`src/pkg/cso_pkg.sv`:
```
// shared constants and types for the sync and ordering control block
package cso_pkg;
	// decoded instruction classes presented at issue
	typedef enum logic [3:0] {
		CSO_OP_PLAIN = 4'h0,
		CSO_OP_ISYNC = 4'h1,
		CSO_OP_RFI = 4'h2,
		CSO_OP_RFCI = 4'h3,
		CSO_OP_SYSCALL = 4'h4,
		CSO_OP_SYNC = 4'h5,
		CSO_OP_IOBAR = 4'h6,
		CSO_OP_MTMSR = 4'h7,
		CSO_OP_WREE = 4'h8,
		CSO_OP_MTDCR = 4'h9,
		CSO_OP_MFDCR = 4'ha,
		CSO_OP_ICINV = 4'hb
	} cso_op_type;

	typedef enum logic [3:0] {
		CSO_ST_RUN = 4'h1,
		CSO_ST_DRAIN = 4'h2,
		CSO_ST_MEMWAIT = 4'h4,
		CSO_ST_REFETCH = 4'h8
	} cso_state_type;

	localparam logic CSO_EE_RESET = 1'b0;
	localparam logic CSO_USER_RESET = 1'b0;
endpackage : cso_pkg

```
`src/hdl/cso_classify.sv`:
```
// instruction class decode for sync and ordering behaviour
`timescale 1ns/1ps
`default_nettype none
module cso_classify
	import cso_pkg::*;
(
	// decoded op
	input wire cso_op_type op,
	input wire logic user_mode,
	// classes
	output logic ctx_sync,
	output logic exec_sync,
	output logic mem_barrier,
	output logic priv_fault
);
	always_comb begin
		ctx_sync = (op == CSO_OP_ISYNC) || (op == CSO_OP_RFI) || (op == CSO_OP_RFCI) ||
			(op == CSO_OP_SYSCALL);
		// both barriers share the full-sync behaviour
		mem_barrier = (op == CSO_OP_SYNC) || (op == CSO_OP_IOBAR);
		// external-enable writes are not execution synchronizing
		exec_sync = mem_barrier || (op == CSO_OP_MTMSR);
		priv_fault = user_mode && ((op == CSO_OP_MTDCR) || (op == CSO_OP_MFDCR) ||
			(op == CSO_OP_RFI) || (op == CSO_OP_RFCI) || (op == CSO_OP_MTMSR) ||
			(op == CSO_OP_WREE));
	end
endmodule // cso_classify
`default_nettype wire

```
`src/hdl/cso_msr.sv`:
```
// privilege and external-enable state, both cleared on interrupt entry
`timescale 1ns/1ps
`default_nettype none
module cso_msr
	import cso_pkg::*;
(
	// clock and reset
	input wire logic clk,
	input wire logic arst_n,
	// updates
	input wire logic wr_en,
	input wire logic wr_user,
	input wire logic wr_ee,
	input wire logic ee_only_en,
	input wire logic ee_only_val,
	input wire logic intr_enter,
	// state
	output logic user_mode,
	output logic ee
);
	logic user_r, user_nxt, ee_r, ee_nxt;
	always_comb begin
		user_nxt = user_r;
		ee_nxt = ee_r;
		if (intr_enter) begin
			// interrupts enter privileged mode with external enable off
			user_nxt = 1'b0;
			ee_nxt = 1'b0;
		end else if (wr_en) begin
			user_nxt = wr_user;
			ee_nxt = wr_ee;
		end else if (ee_only_en) begin
			ee_nxt = ee_only_val;
		end
	end
	always_ff @(posedge clk or negedge arst_n) begin
		if (!arst_n) begin
			user_r <= CSO_USER_RESET;
			ee_r <= CSO_EE_RESET;
		end else begin
			user_r <= user_nxt;
			ee_r <= ee_nxt;
		end
	end
	assign user_mode = user_r;
	assign ee = ee_r;
endmodule // cso_msr
`default_nettype wire

```
`src/hdl/cso_ctrl.sv`:
```
// synchronization and ordering control between fetch, execute and load/store
`timescale 1ns/1ps
`default_nettype none
module cso_ctrl
	import cso_pkg::*;
(
	// clock and reset
	input wire logic clk,
	input wire logic arst_n,
	// issue stage
	input wire logic issue_valid,
	input wire cso_op_type issue_op,
	input wire logic [1:0] issue_msr_val,
	output logic issue_ready,
	output logic issue_fire,
	// execute pipeline
	input wire logic pipe_empty,
	// load/store unit
	input wire logic lsu_idle,
	output logic lsu_hold,
	// interrupts
	input wire logic ext_irq_pending,
	input wire logic irq_event,
	input wire logic irq_nonrecov_imc,
	output logic take_ext_irq,
	output logic priv_exc,
	// fetch and prefetch queue
	output logic pfq_flush,
	output logic refetch_req,
	output logic fetch_hold,
	// status
	output logic user_mode,
	output logic ext_int_enable,
	output logic ctx_switch
);
	logic ctx_sync, exec_sync, mem_barrier, priv_fault;
	logic ee, msr_wr, ee_wr, intr_enter;
	cso_state_type state_r, state_nxt;
	logic pend_ctx_r, pend_ctx_nxt;
	logic ee_chk_r, ee_chk_nxt;
	logic flush_r, flush_nxt;
	logic exc_r, exc_nxt;
	logic take_r, take_nxt;
	logic ctx_r, ctx_nxt;

	cso_classify cso_classify_inst (
		.op(issue_op),
		.user_mode(user_mode),
		.ctx_sync(ctx_sync),
		.exec_sync(exec_sync),
		.mem_barrier(mem_barrier),
		.priv_fault(priv_fault)
	);

	// state write lands as the op issues; only the full state write waits for the pipe to drain
	assign msr_wr = issue_fire && (issue_op == CSO_OP_MTMSR) && !priv_fault;
	assign ee_wr = issue_fire && (issue_op == CSO_OP_WREE) && !priv_fault;
	// recoverable interrupts and privileged faults sync context
	assign intr_enter = (irq_event && !irq_nonrecov_imc) || take_r || exc_r;

	cso_msr cso_msr_inst (
		.clk(clk),
		.arst_n(arst_n),
		.wr_en(msr_wr),
		.wr_user(issue_msr_val[1]),
		.wr_ee(issue_msr_val[0]),
		.ee_only_en(ee_wr),
		.ee_only_val(issue_msr_val[0]),
		.intr_enter(intr_enter),
		.user_mode(user_mode),
		.ee(ee)
	);

	always_comb begin
		state_nxt = state_r;
		pend_ctx_nxt = pend_ctx_r;
		ee_chk_nxt = 1'b0;
		flush_nxt = 1'b0;
		exc_nxt = 1'b0;
		take_nxt = 1'b0;
		ctx_nxt = 1'b0;
		issue_ready = 1'b0;
		case (state_r)
			CSO_ST_RUN: begin
				// exec/context sync ops wait for older work before issuing
				issue_ready = !ee_chk_r && !((exec_sync || ctx_sync) && !pipe_empty);
				// full sync also waits for every older storage access
				if (issue_valid && mem_barrier && pipe_empty && !lsu_idle) begin
					issue_ready = 1'b0;
					state_nxt = CSO_ST_MEMWAIT;
				end
				if (issue_valid && issue_ready) begin
					if (priv_fault) begin
						exc_nxt = 1'b1;
						flush_nxt = 1'b1;
						// younger op must not issue while the fault flushes
						state_nxt = CSO_ST_REFETCH;
					end else if (ctx_sync) begin
						// discard younger prefetch; memory not ordered here
						flush_nxt = 1'b1;
						ctx_nxt = 1'b1;
						state_nxt = CSO_ST_REFETCH;
					end else if (issue_op == CSO_OP_MTMSR) begin
						// prefetched instructions stay valid after a state write
						ee_chk_nxt = 1'b1;
					end
				end
				if (ee_chk_r && ee && ext_irq_pending) begin
					take_nxt = 1'b1;
					flush_nxt = 1'b1;
					state_nxt = CSO_ST_REFETCH;
				end
			end
			CSO_ST_MEMWAIT: begin
				// own accesses only; nothing crosses to other processors
				if (lsu_idle) begin
					state_nxt = CSO_ST_RUN;
				end
			end
			CSO_ST_REFETCH: begin
				state_nxt = CSO_ST_RUN;
			end
			CSO_ST_DRAIN: begin
				state_nxt = CSO_ST_RUN;
			end
			default: begin
				state_nxt = CSO_ST_RUN;
			end
		endcase
		// recoverable interrupts are honoured in every state, also aborting a barrier wait
		if (irq_event && !irq_nonrecov_imc) begin
			flush_nxt = 1'b1;
			ctx_nxt = 1'b1;
			state_nxt = CSO_ST_REFETCH;
		end
		if (exc_r || take_r) begin
			ctx_nxt = 1'b1;
		end
		pend_ctx_nxt = flush_nxt;
	end

	always_ff @(posedge clk or negedge arst_n) begin
		if (!arst_n) begin
			state_r <= CSO_ST_RUN;
			pend_ctx_r <= 1'b0;
			ee_chk_r <= 1'b0;
			flush_r <= 1'b0;
			exc_r <= 1'b0;
			take_r <= 1'b0;
			ctx_r <= 1'b0;
		end else begin
			state_r <= state_nxt;
			pend_ctx_r <= pend_ctx_nxt;
			ee_chk_r <= ee_chk_nxt;
			flush_r <= flush_nxt;
			exc_r <= exc_nxt;
			take_r <= take_nxt;
			ctx_r <= ctx_nxt;
		end
	end

	assign issue_fire = issue_valid && issue_ready;
	// barriers never gate fetch or purge the queue
	assign fetch_hold = 1'b0;
	// hold later storage accesses while a barrier waits; control-register moves ride it too
	assign lsu_hold = (state_r == CSO_ST_MEMWAIT);
	assign pfq_flush = flush_r;
	assign refetch_req = pend_ctx_r;
	assign priv_exc = exc_r;
	assign take_ext_irq = take_r;
	assign ctx_switch = ctx_r;
	assign ext_int_enable = ee;

	a_priv_dcr_fault: assert property (@(posedge clk) disable iff (!arst_n)
		(issue_fire && user_mode && (issue_op == CSO_OP_MTDCR || issue_op == CSO_OP_MFDCR))
		|=> priv_exc && pfq_flush)
		else $error("user-mode control move did not fault");
	a_ctx_flush_seen: assert property (@(posedge clk) disable iff (!arst_n)
		(issue_fire && issue_op == CSO_OP_ISYNC && !user_mode) |=> pfq_flush ##0 refetch_req)
		else $error("isync did not flush and refetch");
	a_sync_waits_lsu: assert property (@(posedge clk) disable iff (!arst_n)
		(issue_fire && (issue_op == CSO_OP_SYNC || issue_op == CSO_OP_IOBAR)) |-> lsu_idle)
		else $error("barrier issued with storage outstanding");
	a_exec_drained: assert property (@(posedge clk) disable iff (!arst_n)
		(issue_fire && (issue_op == CSO_OP_MTMSR || issue_op == CSO_OP_SYNC)) |-> pipe_empty)
		else $error("execution sync issued before older work drained");
	a_memwait_hold: assert property (@(posedge clk) disable iff (!arst_n)
		(state_r == CSO_ST_MEMWAIT) |-> lsu_hold && !issue_ready)
		else $error("later access allowed past barrier");
	a_no_fetch_stall: assert property (@(posedge clk) disable iff (!arst_n)
		(state_r == CSO_ST_MEMWAIT) |-> !pfq_flush && !fetch_hold)
		else $error("barrier disturbed prefetch");
	a_ee_take: assert property (@(posedge clk) disable iff (!arst_n)
		(issue_fire && issue_op == CSO_OP_MTMSR && !user_mode && issue_msr_val[0]
		&& !irq_event ##1 ext_irq_pending) |=> take_ext_irq)
		else $error("pending interrupt not taken after enable");
	a_msr_no_flush: assert property (@(posedge clk) disable iff (!arst_n)
		(issue_fire && issue_op == CSO_OP_MTMSR && !user_mode && !irq_event) |=> !refetch_req)
		else $error("state write refetched prefetch");
	a_wree_nostall: assert property (@(posedge clk) disable iff (!arst_n)
		(issue_valid && issue_op == CSO_OP_WREE && state_r == CSO_ST_RUN && !ee_chk_r)
		|-> issue_ready)
		else $error("external-enable write was stalled");
	a_irq_ctx_sync: assert property (@(posedge clk) disable iff (!arst_n)
		(irq_event && !irq_nonrecov_imc) |=> ctx_switch && pfq_flush && refetch_req)
		else $error("interrupt did not synchronize context");
	a_wree_no_flush: assert property (@(posedge clk) disable iff (!arst_n)
		(ee_wr && !irq_event) |=> !pfq_flush)
		else $error("external-enable write flushed prefetch");
endmodule // cso_ctrl
`default_nettype wire

```
`config.mk`:
```
export PLATFORM = sky130hd
export DESIGN_NAME = cso_ctrl
export DESIGN_NICKNAME = d
export VERILOG_FILES = /design/src/pkg/cso_pkg.sv /design/src/hdl/cso_classify.sv /design/src/hdl/cso_msr.sv /design/src/hdl/cso_ctrl.sv
export SDC_FILE = /design/constraint.sdc
export NUM_CORES = 1
export LEC_CHECK = 0
export BUFFER_PORTS_ARGS = -buffer_cell sky130_fd_sc_hd__buf_2
export CORE_MARGIN = 2
export CORE_UTILIZATION = 35
export CTS_CLUSTER_SIZE = 20
export DETAILED_ROUTE_END_ITERATION = 7
export MAX_ROUTING_LAYER = met4
export SLEW_MARGIN = 20
export SYNTH_ARGS = -nofsm -noshare
export SYNTH_HDL_FRONTEND = slang
export SYNTH_SLANG_ARGS = --single-unit
```
`constraint.sdc`:
```
create_clock -name clk -period 5.3 [get_ports clk]
set_input_delay 1.06 -clock clk [delete_from_list [all_inputs] [get_ports clk]]
set_output_delay 1.06 -clock clk [all_outputs]
set_load 0.02 [all_outputs]
```
==> results.yml, run 1 <==
setup_path:
  slowest_delay_ns: 0.45
  crit_type: "in2out"
  worstReg2RegEnd: "ctx_switch$_DFF_PN0_"
  r2r_setup_slack_ns: 3.22
  critical_path.cell_chain: "buf_2 -> or3_1 -> a2111oi_4 -> nand2_2 -> inv_1 -> buf_2"
  cp_slowest_cell: "or3_1"
  path_max_fanout: 13
  critical_path_arrival_ns: 2.48
  cp_num_cells: 6
  worst_setup_path_startpoint: "issue_op[1]"
  required_ns: 4.24
  endpoint: "issue_fire"
  r2r-start: "state_r[0]$_DFFE_PN1P_"
  critical_path.endpoint_type: "primary output"
  critical_path.startpoint_type: "primary input"
  r2r_cells: 4
  path_delay_family: "simple AND/OR/NAND/NOR gates"
  cpMostUsedCell: "buf_2"
  path_buf_inv: 3
min_path:
  hold_class: "reg2reg"
sta:
  slew_headroom_pct: 63.14
  tightest_slew_ns: 0.5487
  finalSetupViolations: 0
  period_share_pct: 66.87
  final_hold_viol_count: 0
  max_freq_mhz: 282.2
  min_period_ns: 3.544
  rsz0062_at_grt: "false"
  setup_ws_ns: 1.756
  setup_tns_ns: 0
  fin_skew_ns: 0.002395
  slew_violations: 0
  hold_slack_ns: 0.5598
routing:
  drtIter0Drc: 6
  route.detailed.drc: 0
  wl_per_cell_um: 11.68
  antenna_left: 0
  dr.pass1.iters: 3
  wl_um: 1437
  viasPerCell: 4.959
  routed-via-count: 610
power:
  p_leak_nw: 0.4148
  totalPowerFinal_uw: 178.6
  ir_drop_mv: 0.1524
  p_per_area_nw_per_um2: 211.4
cells_and_area:
  diodes: 0
  drive_gt1_share_pct: 32.29
  fin_area_um2: 844.6
  final_nets: 111
  syn_to_final_growth_pct: 20.32
  final_util_pct: 43.95
  fill_cells: 218
  layout_commonest_cell: "buf_2"
  fin_cells: 123
  final_cell_mix: "buf_2 (23), dfrtp_1 (10), a21oi_1 (7)"
die:
  die_h_um: 48.78
  num_rows: 16
  dieWidth_um: 48.78
  coreArea_um2: 1922
  die_area_um2: 2379
  pin_count: 25
  initial_core_util_pct: 36.52
flow_run:
  max_cap_viol_count: 0
clocking:
  postCtsSetupBuffers: 0
  cts_tree: "done"
  cts_sinks: 11
  clock_latency_ns: 0.26
  clock_tree.root_cell: "clkbuf_4"
  cts_made_buffers: 3
  htreeDepth: 1
  cts.clk_slew.worst_paths_ns: 0.06
  clk_path_buf_depth: 2
  cts-resized-gates: 0
  ctsHoldBuffers: 0
placed_design:
  placed_cells: 119
  dp_worst_setup_slack_ns: 1.757
  place_area_um2: 818.3
  port_buffers: 23
  place_congestion: 0.7345
  dp_hpwl_um: 1154
global_routing:
  grt_pass1_wl_um: 2435
  track_usage_pct: 13.61
  antenna_found_initial: 0
  grt.overflow.total: 0
  grt_max_degree: 14
  grt_pass1_vias: 560
synth:
  ys_seq_area_share_pct: 39.39
  synth_top_area_share_pct: 35.65
  ys_top_cells_by_area: "dfrtp_1 (36%), a21oi_1 (5.0%), a2111oi_4 (3.9%)"
  ys_ff_latch: 11
  syn_area_um2: 701.9
  ys_types: 35
  yosys_warnings: 0
  yosys.area.top_type: "dfrtp_1"
  synth_area_per_cell_um2: 9.359
  synthCells: 75
run_status:
  outcome: "finished, final reports clean"
## layout make-up
type / instances / area [um2] / share of cell area, %
Clock buffer: 4 / 26.28 / 3.111
Multi-Input combinational cell: 54 / 377.9 / 44.74
Inverter: 4 / 15.01 / 1.778
Sequential cell: 11 / 276.5 / 32.74
Tap cell: 27 / 33.78 / 4.000
Timing Repair Buffer: 23 / 115.1 / 13.63
## worst register-to-register path, stage by stage (launching register included)
cell and delay, ns:
dfstp_2 0.53, or4b_1 0.60, a2111oi_4 0.45, nand2_2 0.14
o31ai_2 0.26
## metal layers
layer / share of wire [%] / up-vias / track usage [%]
li1: - / 310 / -
met5: 0 / - / -
met3: 5.4 / 0 / 5.215
met1: 43 / 286 / 15.29
met2: 51 / 14 / 23.74
met4: 0 / 0 / 1.429
## power breakdown
part,leakage [nW],internal (mW),switching (mW)
sequential,0.144,0.0872,0.00137
combinational,0.256,0.0141,0.0220
clock,0.0150,0.0291,0.0249
## flip-flops by register name (all words and copies together), names as in the netlist
signal                  count
priv_exc                    1
take_ext_irq                1
ctx_switch                  1
cso_msr_inst.ee             1
cso_msr_inst.user_mode      1
ee_chk_r                    1
pfq_flush                   1
state_r                     4
## how the worst min path moves through the flow
| stage | slack [ns] | end | from | cells past startpoint |
|---|---|---|---|---|
| global placement | 0.54 | ctx_switch$_DFF_PN0_ | priv_exc$_DFF_PN0_ | 2 |
| CTS | 0.57 | cso_msr_inst.ee$_DFFE_PN0P_ | cso_msr_inst.ee$_DFFE_PN0P_ | 2 |
| finish | 0.56 | ctx_switch$_DFF_PN0_ | priv_exc$_DFF_PN0_ | 2 |
| detailed placement | 0.55 | ctx_switch$_DFF_PN0_ | priv_exc$_DFF_PN0_ | 2 |
| floorplan | 0.61 | state_r[2]$_DFFE_PN0P_ | state_r[3]$_DFFE_PN0P_ | 3 |
| global route | 0.59 | ctx_switch$_DFF_PN0_ | priv_exc$_DFF_PN0_ | 2 |
## cell usage after synthesis, drive strengths merged
library cell / instances
or4b: 2
nor3: 2
and3: 1
and4b: 1
buf: 4
mux2i: 2
nor3b: 2
a41oi: 1
nand4b: 1
conb: 1
nand3: 3
xnor2: 1
or4: 1
nor2: 4
dfstp: 1
a21oi: 7
xor2: 1
o21bai: 3
nand2: 5
o31ai: 1
a211oi: 1
a22o: 1
nor4bb: 2
or3: 2
clkbuf: 3
a2111oi: 1
inv: 4
dfrtp: 10
nor4b: 2
and2: 1
nor2b: 3
o22ai: 1
## logic make-up after synthesis
| logic type | Yosys count | share of synthesized area (%) |
|---|---|---|
| buf+inv | 11 | 7.307 |
| compound gates | 16 | 18.36 |
| flops | 11 | 39.39 |
| other cells | 1 | 0.5342 |
| simple gates | 32 | 29.06 |
| xor+xnor | 2 | 2.496 |
| mux | 2 | 2.852 |
Note: power is estimated with default switching activity, not from simulation.
==> run 2: changes to the inputs <==
Settings changed: ABC_AREA set to 1.
Clock period 5.3 ns to 3.04 ns, I/O delays scaled along.
==> results.yml, run 2 <==
die:
  initial_core_util_pct: 37.99
  dieWidth_um: 47.53
  num_rows: 15
  die_h_um: 47.53
  pin_count: 25
  die_area_um2: 2259
  coreArea_um2: 1745
placed_design:
  dp_hpwl_um: 1113
  dp_worst_setup_slack_ns: 0.8310
  placed_cells: 140
  port_buffers: 23
  place_congestion: 0.7796
setup_path:
  critical_path_arrival_ns: 1.61
  critical_path.cell_chain: "buf_2 -> inv_1 -> nand2_1 -> nor2_1 -> nand3_2 -> nand2_2 -> nor2_4 -> nand2_1 -> inv_1 -> buf_2"
  critical_path.endpoint_type: "primary output"
  slowest_delay_ns: 0.15
  critical_path.startpoint_type: "primary input"
  path_max_fanout: 6
  crit_type: "in2out"
  cp_slowest_cell: "buf_2"
  r2r_cells: 6
  required_ns: 2.43
cells_and_area:
  final_util_pct: 47.24
  largest_reg_flops: 4
  fill_cells: 189
  layout_commonest_cell: "buf_2"
  final_nets: 134
  fin_cells: 144
  diodes: 0
  regMostFlops: "state_r"
  syn_to_final_growth_pct: 24.34
  multi_input_area_um2: 307.8
  drive_gt1_share_pct: 28.57
  seq_area_um2: 276.5
  final_cell_mix: "buf_2 (23), nand2_1 (22), inv_1 (17)"
synth:
  synth_area_per_cell_um2: 7.130
  yosys.area.top_type: "dfrtp_1"
  synthCells: 93
  ys_top_cells_by_area: "dfrtp_1 (38%), nand2_1 (12%), inv_1 (9.6%)"
  syn_area_um2: 663.1
  synth-edff-count: 0
  ys_seq_area_share_pct: 41.70
  ys_ff_latch: 11
  postSynth.asyncResetShare_pct: 100.0
  yosys_warnings: 0
  synth_commonest_cells: "nand2_1 (22), inv_1 (17), nor2_1 (14), dfrtp_1 (10), nand3_1 (6)"
  synth_ff_type: "dfrtp_1"
  yosysMostFrequentCell: "nand2_1"
  synth_top_area_share_pct: 37.74
  ys_types: 20
routing:
  drtIter0Drc: 3
  wl_per_cell_um: 9.278
  viasPerCell: 4.306
  dr.pass1.iters: 4
  wl_um: 1336
  routed-via-count: 620
  route.detailed.drc: 0
  antenna_left: 0
sta:
  slew_violations: 0
  finalSetupViolations: 0
  min_period_ns: 2.222
  setup_ws_ns: 0.8178
  setup_tns_ns: 0
  max_freq_mhz: 450.0
  period_share_pct: 73.10
  fin_skew_ns: 0.0008442
  final_hold_viol_count: 0
  rsz0062_at_grt: "false"
global_routing:
  grt_pass1_vias: 562
  grt_max_degree: 12
  grt.overflow.total: 0
  track_usage_pct: 14.37
  antenna_found_initial: 0
  grt_pass1_wl_um: 2118
clocking:
  cts-resized-gates: 0
  cts_sinks: 11
  clk_path_buf_depth: 2
  clock_tree.root_cell: "clkbuf_4"
  cts_made_buffers: 3
  postCtsSetupBuffers: 0
  htreeDepth: 1
  cts_tree: "done"
  clock_latency_ns: 0.26
  ctsHoldBuffers: 0
  cts.clk_slew.worst_paths_ns: 0.07
power:
  totalPowerFinal_uw: 309.0
  ir_drop_mv: 0.2026
  p_leak_nw: 0.4963
  p_per_area_nw_per_um2: 374.7
min_path:
  hold_class: "in2async"
flow_run:
  max_cap_viol_count: 0
run_status:
  outcome: "finished, final reports clean"
==> run 2: cell families after synthesis <==
kind of cell	share of synthesized area (%)
flops	41.70
simple gates	40.38
buf+inv	12.45
compound gates	4.905
other cells	0.5655
==> run 2: critical path: cells and delay by family <==
kind	cells	cell delay, ns
simple gates	6	0.55
buf+inv	4	0.45
==> run 2: layout make-up <==
cell class | count | share of cell area (%)
multi-input cells | 63 | 37.33
flip-flops and latches | 11 | 33.54
repair buffers | 23 | 13.96
inverters | 18 | 8.194
well taps | 25 | 3.794
clock buffers | 4 | 3.187
==> run 2: path summary, 6_finish.rpt <==
| kind | from | end | slack [ns] |
|---|---|---|---|
| max | issue_op[3] | issue_fire | 0.82 |
| min | arst_n | state_r[2]$_DFFE_PN0P_ | 0.20 |
| max reg2reg | state_r[0]$_DFFE_PN1P_ | cso_msr_inst.user_mode$_DFFE_PN0P_ | 1.77 |
| min reg2reg | priv_exc$_DFF_PN0_ | ctx_switch$_DFF_PN0_ | 0.50 |
| max in group asynchronous | arst_n | state_r[0]$_DFFE_PN1P_ | 2.57 |
| min in group clk | priv_exc$_DFF_PN0_ | ctx_switch$_DFF_PN0_ | 0.50 |
==> run 2: power breakdown <==
| part | switching [mW] | total (mW) | internal, mW |
|---|---|---|---|
| clock network | 0.0449 | 0.0956 | 0.0507 |
| logic | 0.0387 | 0.0590 | 0.0203 |
| registers | 0.00213 | 0.154 | 0.152 |
==> run 2: layer usage <==
| metal | vias to the layer above | GRT usage [%] | routed length [um] |
|---|---|---|---|
| li1 | 337 | - | - |
| met1 | 267 | 14.85 | 606 |
| met2 | 14 | 24.59 | 658 |
| met3 | 2 | 4.528 | 60 |
| met4 | 0 | 6.667 | 10 |
| met5 | - | - | 0 |
==> run 2: stage by stage <==
stage,instance area [um2],hold slack (ns)
finish,824.5,0.2043
global route,824.5,0.2073
CTS,824.5,0.2015
detailed placement,798.3,0.4894
global placement,798.3,0.4846
floorplan,666.9,0.3124
